<file path="config.mk">
export PLATFORM = sky130hd
export DESIGN_NAME = rts_regs
export DESIGN_NICKNAME = d
export VERILOG_FILES = /design/src/rtl/rts_pkg.sv /design/src/rtl/rts_regs.sv
export SDC_FILE = /design/constraint.sdc
export NUM_CORES = 1
export LEC_CHECK = 0
export BUFFER_PORTS_ARGS = -buffer_cell sky130_fd_sc_hd__buf_2
export CAP_MARGIN = 20
export CORE_UTILIZATION = 51
export CTS_BUF_LIST = sky130_fd_sc_hd__clkbuf_2
export DETAILED_ROUTE_END_ITERATION = 10
export GPL_TIMING_DRIVEN = 0
export PLACE_DENSITY_LB_ADDON = 0.25
export SLEW_MARGIN = 20
export SYNTH_ARGS = -nofsm -noshare
export SYNTH_HDL_FRONTEND = slang
export SYNTH_SLANG_ARGS = --single-unit
export TNS_END_PERCENT = 10
</file>
<file path="constraint.sdc">
create_clock -name mclk_i -period 1.5 [get_ports mclk_i]
set_input_delay 0.15 -clock mclk_i [delete_from_list [all_inputs] [get_ports mclk_i]]
set_output_delay 0.15 -clock mclk_i [all_outputs]
set_load 0.02 [all_outputs]
</file>
<file path="src/rtl/rts_pkg.sv">
// Package with register map and reset values for the rate tracking synth registers
package rts_pkg;
  localparam logic [15:0] RTS_ADDR_SOF_COUNT_HIGH    = 16'hFFE3;
  localparam logic [15:0] RTS_ADDR_SOF_COUNT_LOW     = 16'hFFE4;
  localparam logic [15:0] RTS_ADDR_SYNTH_ONE_UPPER   = 16'hFFE5;
  localparam logic [15:0] RTS_ADDR_SYNTH_ONE_MIDDLE  = 16'hFFE6;
  localparam logic [15:0] RTS_ADDR_SYNTH_ONE_LOWER   = 16'hFFE7;
  localparam logic [15:0] RTS_ADDR_SYNTH_TWO_UPPER   = 16'hFFF7;
  localparam logic [15:0] RTS_ADDR_SYNTH_TWO_MIDDLE  = 16'hFFF8;
  localparam logic [15:0] RTS_ADDR_SYNTH_TWO_LOWER   = 16'hFFF9;
  localparam logic [7:0]  RTS_BYTE_RESET             = 8'h00;
  localparam logic [15:0] RTS_COUNT_RESET            = 16'h0000;
  localparam logic [23:0] RTS_FREQ_RESET             = 24'h00_0000;
  localparam logic [7:0]  RTS_UNMAPPED_READ          = 8'h00;
  // Source select codes for the snapshot counter clock
  typedef enum logic [0:0] {
    RTS_SRC_PRIMARY = 1'b0,
    RTS_SRC_ALT     = 1'b1
  } rts_src_t;
endpackage

</file>
<file path="src/rtl/rts_regs.sv">
// Rate tracking synth frequency words and frame cycle snapshot registers
//
// Summary of operation
// - Synth one word is 24 bits; middle register holds bits 15:8.
// - Synth one upper register holds bits 23:16 of its word.
// - Free-running 16-bit counter counts selected master clock cycles, wrapping.
// - On each start of frame the counter value is copied to capture registers.
// - Counter clock selects primary or alternate master clock output.
// - Low capture register shows snapshot bits 7:0, read-only.
// - High capture register shows snapshot bits 15:8, read-only.
// - Synth two word is 24 bits over three writable byte registers.
// - Synth one lower register holds the word's least significant byte.
// - Synth one word sets primary master clock rate; synth two may source it.
//
// Notes for users of this block
// Master clocks are oversampled: each level must last at least two system cycles.
// A counted edge lags its pin by about three cycles; the lag cancels between snapshots.
// Frequency bytes update as written, so a synthesizer sees mixed bytes mid-load.
// Capture bytes have no write path; writes to them and to unmapped addresses vanish.
// The source select is a pin; the count runs on when the source changes.
// A source change may add one stray count to the frame that spans it.
// Read data is registered and holds its value until the next read strobe.
`timescale 1ns/1ps
module rts_regs (
  input  wire logic        mclk_i,
  input  wire logic        rst_b_i,
  input  wire logic [15:0] addr_i,
  input  wire logic        wr_i,
  input  wire logic        rd_i,
  input  wire logic [7:0]  wdata_i,
  output logic      [7:0]  rdata_o,
  input  wire logic        sof_i,
  input  wire logic        mclk_pri_i,
  input  wire logic        mclk_alt_i,
  input  wire logic        mclk_sel_i,
  output logic      [23:0] synth_one_freq_o,
  output logic      [23:0] synth_two_freq_o
);
  import rts_pkg::*;

  // Frequency word storage, one byte lane per register
  logic [5:0]      lane_wr;      // One-hot lane write select
  logic [5:0][7:0] lane_ff;      // Byte lanes of both words

  // Read path
  logic [7:0]      rdata_ff;
  logic [7:0]      nxt_rdata;

  // Pins from outside the system clock domain and their synchroniser stages
  logic [2:0]      pin_raw;      // Select, alternate and primary pins
  logic [2:0]      pin_meta_ff;
  logic [2:0]      pin_sync_ff;

  // Cycle counter and frame snapshot
  logic            src_now;
  logic            src_last_ff;
  logic            src_rise;
  logic [15:0]     count_ff;
  logic            sof_ff;
  logic            sof_last_ff;
  logic            snap_load;
  logic [15:0]     snap_ff;

  // Address decode selects the byte lane that a write lands in
  // Lane map: 0 to 2 are synth one lower to upper, 3 to 5 synth two lower to upper
  always_comb begin
    lane_wr = 6'h00;
    if (wr_i) begin
      if (addr_i == RTS_ADDR_SYNTH_ONE_LOWER) begin
        lane_wr[0] = 1'b1;
      end else if (addr_i == RTS_ADDR_SYNTH_ONE_MIDDLE) begin
        lane_wr[1] = 1'b1;
      end else if (addr_i == RTS_ADDR_SYNTH_ONE_UPPER) begin
        lane_wr[2] = 1'b1;
      end else if (addr_i == RTS_ADDR_SYNTH_TWO_LOWER) begin
        lane_wr[3] = 1'b1;
      end else if (addr_i == RTS_ADDR_SYNTH_TWO_MIDDLE) begin
        lane_wr[4] = 1'b1;
      end else if (addr_i == RTS_ADDR_SYNTH_TWO_UPPER) begin
        lane_wr[5] = 1'b1;
      end else begin
        lane_wr = 6'h00; // Capture bytes and unmapped addresses take no write
      end
    end
  end

  // One register per byte lane; bytes are independent, no shadow copy of the word
  for (genvar gl = 0; gl < 6; gl++) begin : g_lane
    always_ff @(posedge mclk_i or negedge rst_b_i) begin
      if (!rst_b_i) begin
        lane_ff[gl] <= RTS_BYTE_RESET;
      end else if (lane_wr[gl]) begin
        lane_ff[gl] <= wdata_i;
      end
    end
  end

  // Word outputs feed the synthesizers that drive the master clock pins
  assign synth_one_freq_o = {lane_ff[2], lane_ff[1], lane_ff[0]};
  assign synth_two_freq_o = {lane_ff[5], lane_ff[4], lane_ff[3]};

  // Pins from outside the system clock domain, gathered for the synchroniser loop
  assign pin_raw = {mclk_sel_i, mclk_alt_i, mclk_pri_i};

  // Two flip-flops per pin; only the second stage is read by logic
  for (genvar gp = 0; gp < 3; gp++) begin : g_sync
    // First stage may go metastable
    always_ff @(posedge mclk_i or negedge rst_b_i) begin
      if (!rst_b_i) begin
        pin_meta_ff[gp] <= 1'b0;
      end else begin
        pin_meta_ff[gp] <= pin_raw[gp];
      end
    end
    // Second stage gives a settled level
    always_ff @(posedge mclk_i or negedge rst_b_i) begin
      if (!rst_b_i) begin
        pin_sync_ff[gp] <= 1'b0;
      end else begin
        pin_sync_ff[gp] <= pin_meta_ff[gp];
      end
    end
  end

  // Pick the counting source after synchronisation
  always_comb begin
    src_now = pin_sync_ff[0];
    case (rts_src_t'(pin_sync_ff[2]))
      RTS_SRC_PRIMARY: begin
        src_now = pin_sync_ff[0];
      end
      RTS_SRC_ALT: begin
        src_now = pin_sync_ff[1];
      end
      default: begin
        src_now = pin_sync_ff[0];
      end
    endcase
  end

  // Level of the chosen clock one system cycle ago
  always_ff @(posedge mclk_i or negedge rst_b_i) begin
    if (!rst_b_i) begin
      src_last_ff <= 1'b0;
    end else begin
      src_last_ff <= src_now;
    end
  end

  // Rising edge of the chosen clock; reset level matches the idle pin, no false edge
  assign src_rise = src_now && !src_last_ff;

  // Free-running cycle counter, one step per rising edge, wraps at 16 bits
  always_ff @(posedge mclk_i or negedge rst_b_i) begin
    if (!rst_b_i) begin
      count_ff <= RTS_COUNT_RESET;
    end else if (src_rise) begin
      count_ff <= count_ff + 16'h0001;
    end
  end

  // Frame event is registered so capture lands on a settled count
  always_ff @(posedge mclk_i or negedge rst_b_i) begin
    if (!rst_b_i) begin
      sof_ff <= 1'b0;
    end else begin
      sof_ff <= sof_i;
    end
  end

  // Previous frame event level, so an event held high captures only once
  always_ff @(posedge mclk_i or negedge rst_b_i) begin
    if (!rst_b_i) begin
      sof_last_ff <= 1'b0;
    end else begin
      sof_last_ff <= sof_ff;
    end
  end

  // Capture strobe on the first cycle of a frame event
  assign snap_load = sof_ff && !sof_last_ff;

  // Whole 16-bit snapshot taken in one cycle so both bytes match
  always_ff @(posedge mclk_i or negedge rst_b_i) begin
    if (!rst_b_i) begin
      snap_ff <= RTS_COUNT_RESET;
    end else if (snap_load) begin
      snap_ff <= count_ff;
    end
  end

  // Read multiplexer; capture bytes have no write path
  always_comb begin
    nxt_rdata = rdata_ff;
    if (rd_i) begin
      if (addr_i == RTS_ADDR_SOF_COUNT_LOW) begin
        nxt_rdata = snap_ff[7:0];
      end else if (addr_i == RTS_ADDR_SOF_COUNT_HIGH) begin
        nxt_rdata = snap_ff[15:8];
      end else if (addr_i == RTS_ADDR_SYNTH_ONE_LOWER) begin
        nxt_rdata = lane_ff[0];
      end else if (addr_i == RTS_ADDR_SYNTH_ONE_MIDDLE) begin
        nxt_rdata = lane_ff[1];
      end else if (addr_i == RTS_ADDR_SYNTH_ONE_UPPER) begin
        nxt_rdata = lane_ff[2];
      end else if (addr_i == RTS_ADDR_SYNTH_TWO_LOWER) begin
        nxt_rdata = lane_ff[3];
      end else if (addr_i == RTS_ADDR_SYNTH_TWO_MIDDLE) begin
        nxt_rdata = lane_ff[4];
      end else if (addr_i == RTS_ADDR_SYNTH_TWO_UPPER) begin
        nxt_rdata = lane_ff[5];
      end else begin
        nxt_rdata = RTS_UNMAPPED_READ;
      end
    end else begin
      nxt_rdata = rdata_ff; // Hold until the next read strobe
    end
  end

  // Read data register
  always_ff @(posedge mclk_i or negedge rst_b_i) begin
    if (!rst_b_i) begin
      rdata_ff <= RTS_BYTE_RESET;
    end else begin
      rdata_ff <= nxt_rdata;
    end
  end

  assign rdata_o = rdata_ff;
endmodule

</file>
==> results <==
- The H-tree depth reported by CTS is 3.
- The number of antenna diodes in the final layout is 0.
- The I/O pin count is just under 90.
- The library cell occupying the most area in the post-synthesis netlist is sky130_fd_sc_hd__dfrtp_1.
- The critical path goes through mux2i_2, nor2_2, nand4_1, buf_4, nor2_4, nand2_1, xnor2_1.
- Once placement completed, the tool counted placed cells totaling between 500 and 600.
- Cells fill 64.3% of the core in the end.
- The post-route clock skew is about 0.016 ns.
- Relative to the synthesized area, the layout overhead comes to 20.9%.
- The setup slack on the worst flop-to-flop path is -0.08 ns.
- Based on the critical path, the design can be clocked at up to ~0.63 GHz.
- The root buffer selected by CTS is sky130_fd_sc_hd__clkbuf_2.
- For the worst flop-to-flop path, the logic depth is 7.
- The critical path class is register to register.
- The total negative slack for setup checks is -0.304 ns.
- The multi-input combinational cells in the finished layout cover a total of around 1900 um2.
- The number of iterations in the first detailed-routing pass is 7.
- The category of the worst setup path launch point is a register.
- The most frequent standard cell in the layout excluding fill and tap cells is sky130_fd_sc_hd__dfrtp_1.
- Measured against its own limit, the worst slew margin works out to 66.1%.
- The power density over the cells is slightly below 900 nW/um2.
- The via total after detailed routing is about 3300.
- The residual antenna-violating net count after detailed routing is 0.
- The floorplan step defined a die boundary enclosing roughly 9000 um2.
- In this run the standard cell core region covers between 8000 and 9000 um2.
- The cell count after synthesis is approximately 350.
- The highest cell delay on the worst timing path is roughly 0.43 ns.
- At the placement stage, the worst setup path has a slack of -0.499 ns.
- The layout cell share with drive strength beyond 1 is between 40% and 50%.
- Fill cells in the final layout number 681.
- Summed over all cells, the static leakage comes to roughly 2.8 nW.
- At the pin with the least slew margin, the transition time is a little over 0.5 ns.
- The critical path required time is approximately 1.9 ns.
- The share of the yosys chip area belonging to registers is a little under three fifths.
- After layout, the worst setup slack is -0.0791 ns.
- The final weighted congestion in routability-driven placement is around 0.82.
- The checks that failed: setup timing.
- The number of hold violations in the final report came to 0.
- The path class of the tightest hold or removal check is input pin to asynchronous set/reset pin.
- The mean instance size in the synthesized netlist is 12.7 um2.
- The worst supply voltage drop on vdd is ~600 uV.
- The number of rows in the core area is 33.
- The worst setup path is captured at a register.
- The die height is around 95 um.
- Dividing the detail-routed wire length by the instance count gives between 15 and 20 um.
- The sum of buffers and inverters on the critical path is 1.
- Counting distinct cell types in the post-synthesis netlist gives between 40 and 50.
- The endpoint identified for the worst register-to-register timing path is count_ff[9].
- For this configuration, the core starts out at a cell density of between 50 and 60%.
- The run finished, with violations left.
- The library cells used most frequently in the layout, excluding fill and tap cells, are sky130_fd_sc_hd__dfrtp_1, sky130_fd_sc_hd__buf_2, sky130_fd_sc_hd__mux2_2.
- The number of synthesized register bits is between 90 and 100.
- The finished layout holds 570 standard cells, fillers aside.
- The number of global-route vias before repair was around 3100.
- Port buffering added 84 buffers.
- The clock buffer count from CTS is 9.
- The final design instance area without fill is around 5300 um2.
- The arrival time of the worst setup path is 2.01 ns.
- Summing every instance area after synthesis gives roughly 4400 um2.
- The die width is around 95 um.
- Along the worst path, the maximum fanout reaches 4.
- The standard cell with the maximum stage delay on the critical path is sky130_fd_sc_hd__dfrtp_1.
- The global-route wire length before repair is between 15 and 20 mm.
- At the later pin of the worst-skew pair, clock insertion delay measures approximately 0.52 ns.
- In this run the critical register-to-register path is launched from pin_sync_ff[2].
- Across the run, the number of max-cap violations was 0.
- Yosys printed 0 warnings.
- The number of remaining DRC errors is 0.
- Clock-pin slew was measured on the worst setup and hold paths at 0.24 ns.
- The detailed-route wire length is between 9 and 10 mm.
- The all-layer global routing usage is about a quarter.
- The smallest clock period supported by the final layout is computed as 1.58 ns.
- The maximum root-to-sink buffer count is 2.
- Yosys attributes the largest share of cell area to sky130_fd_sc_hd__dfrtp_1, sky130_fd_sc_hd__mux2_2, sky130_fd_sc_hd__nand2_1.
- Across all hold checks on the routed design, the worst slack comes to slightly below 0.06 ns.
- Entering global routing, the biggest net connects 56 pins.
- The area share of the largest cell type after synthesis is about 55%.
- The DRC marker count from the first detailed-route iteration is between 200 and 250.
- Dividing the detail-routed via count by the number of cells gives roughly 5.8.
- Setup repair after global routing could not meet its margin everywhere.
- The post-synthesis net count is roughly 380.
- In the finished design, the share of the clock period the worst path needs comes to 105%.
- The initial antenna violation count came to 0.
- Registers take between 2000 and 2500 um2.
- The max-slew violation count was 0.
- TritonCTS built the clock tree.
- The layout net count is approximately 500.
- After detailed placement, the total cell area comes to 4980 um2.
- Among cell families on the critical path, the largest total delay comes from simple AND/OR/NAND/NOR gates.
- The detailed-placement wirelength estimate is roughly 7.3 mm.
- The number of failing setup endpoints in the final timing report is 9.
- The total power is ~4.6 mW.
- Clock tree synthesis found a total of 97 sinks.
- Summed over all layers, the global routing overflow is 0.
[worst max-delay path by stage]
stage,startpoint,to,slack (ns),depth (start not counted)
2_1_floorplan,addr_i[0],rdata_o[0],-0.06,7
6_report,pin_sync_ff[2],count_ff[9],-0.08,7
5_1_grt,pin_sync_ff[2],count_ff[9],-0.19,7
3_5_place_dp,addr_i[3],rdata_o[6],-0.50,6
3_3_place_gp,rst_b_i,synth_two_freq_o[5],-0.64,1
4_1_cts,pin_sync_ff[2],count_ff[15],-0.08,6
[Yosys cell counts, drive strengths merged]
master	number
o22ai	7
o21ai	1
and2	2
nand2b	10
dfrtp	97
o221a	1
nand4	7
buf	8
nand3	17
mux2	64
o21a	1
nand4bb	1
nor2b	5
nor3	3
nand2	34
clkbuf	3
nand4b	2
or4b	1
xor2	4
a311oi	1
a221oi	7
inv	6
a22oi	15
o211ai	14
xnor2	11
a21oi	1
o22a	1
mux2i	2
and3	2
nor4	7
nor2	9
ha	1
[power breakdown]
part | leakage, nW | total (mW) | switching (mW) | internal, mW
clock | 0.0684 | 1.19 | 0.807 | 0.381
combinational | 1.40 | 0.480 | 0.234 | 0.245
sequential | 1.32 | 2.93 | 0.150 | 2.78
[cell type report]
type,count,share of cell area [%]
Clock buffer,11,1.04
Multi-Input combinational cell,231,36.4
Timing Repair Buffer,105,12.0
Clock inverter,5,0.872
Sequential cell,97,45.7
Buffer,10,1.06
Inverter,6,0.424
Tap cell,105,2.47
[logic make-up after synthesis]
| kind of cell | count (synthesis) | synth area share (%) |
|---|---|---|
| DFF | 97 | 55.3 |
| adders and majority gates | 1 | 0.285 |
| xor gates and xnor gates | 15 | 2.99 |
| AOI/OAI and AO/OA | 49 | 8.40 |
| and+or+nand+nor | 100 | 14.4 |
| buffers and inverters | 17 | 1.79 |
| muxes | 66 | 16.9 |
[metal layers]
layer	global-route usage, %	up-vias	part of all wire, %
met1	33.5	1652	45
met4	9.22	0	1.7
met2	37.7	129	48
met5	0	-	0
met3	3.38	15	5.0
li1	-	1507	-
[flip-flops by register name, summed over array words and instances, names as in the netlist]
register,cells
count_ff,16
pin_meta_ff,3
pin_sync_ff,3
rdata_o,8
snap_ff,16
sof_ff,1
sof_last_ff,1
src_last_ff,1
synth_one_freq_o,24
synth_two_freq_o,24
[timing repair]
item | CTS | global route
gates resized for setup | 6 | 5
hold endpoints to repair | 150 | 0
setup buffers | 5 | 1
hold buffers | 14 | 0
pin swaps | 5 | 3
gates cloned | 0 | 0
setup endpoints to repair | 18 | 22
Power figures use the tool's default switching activity.
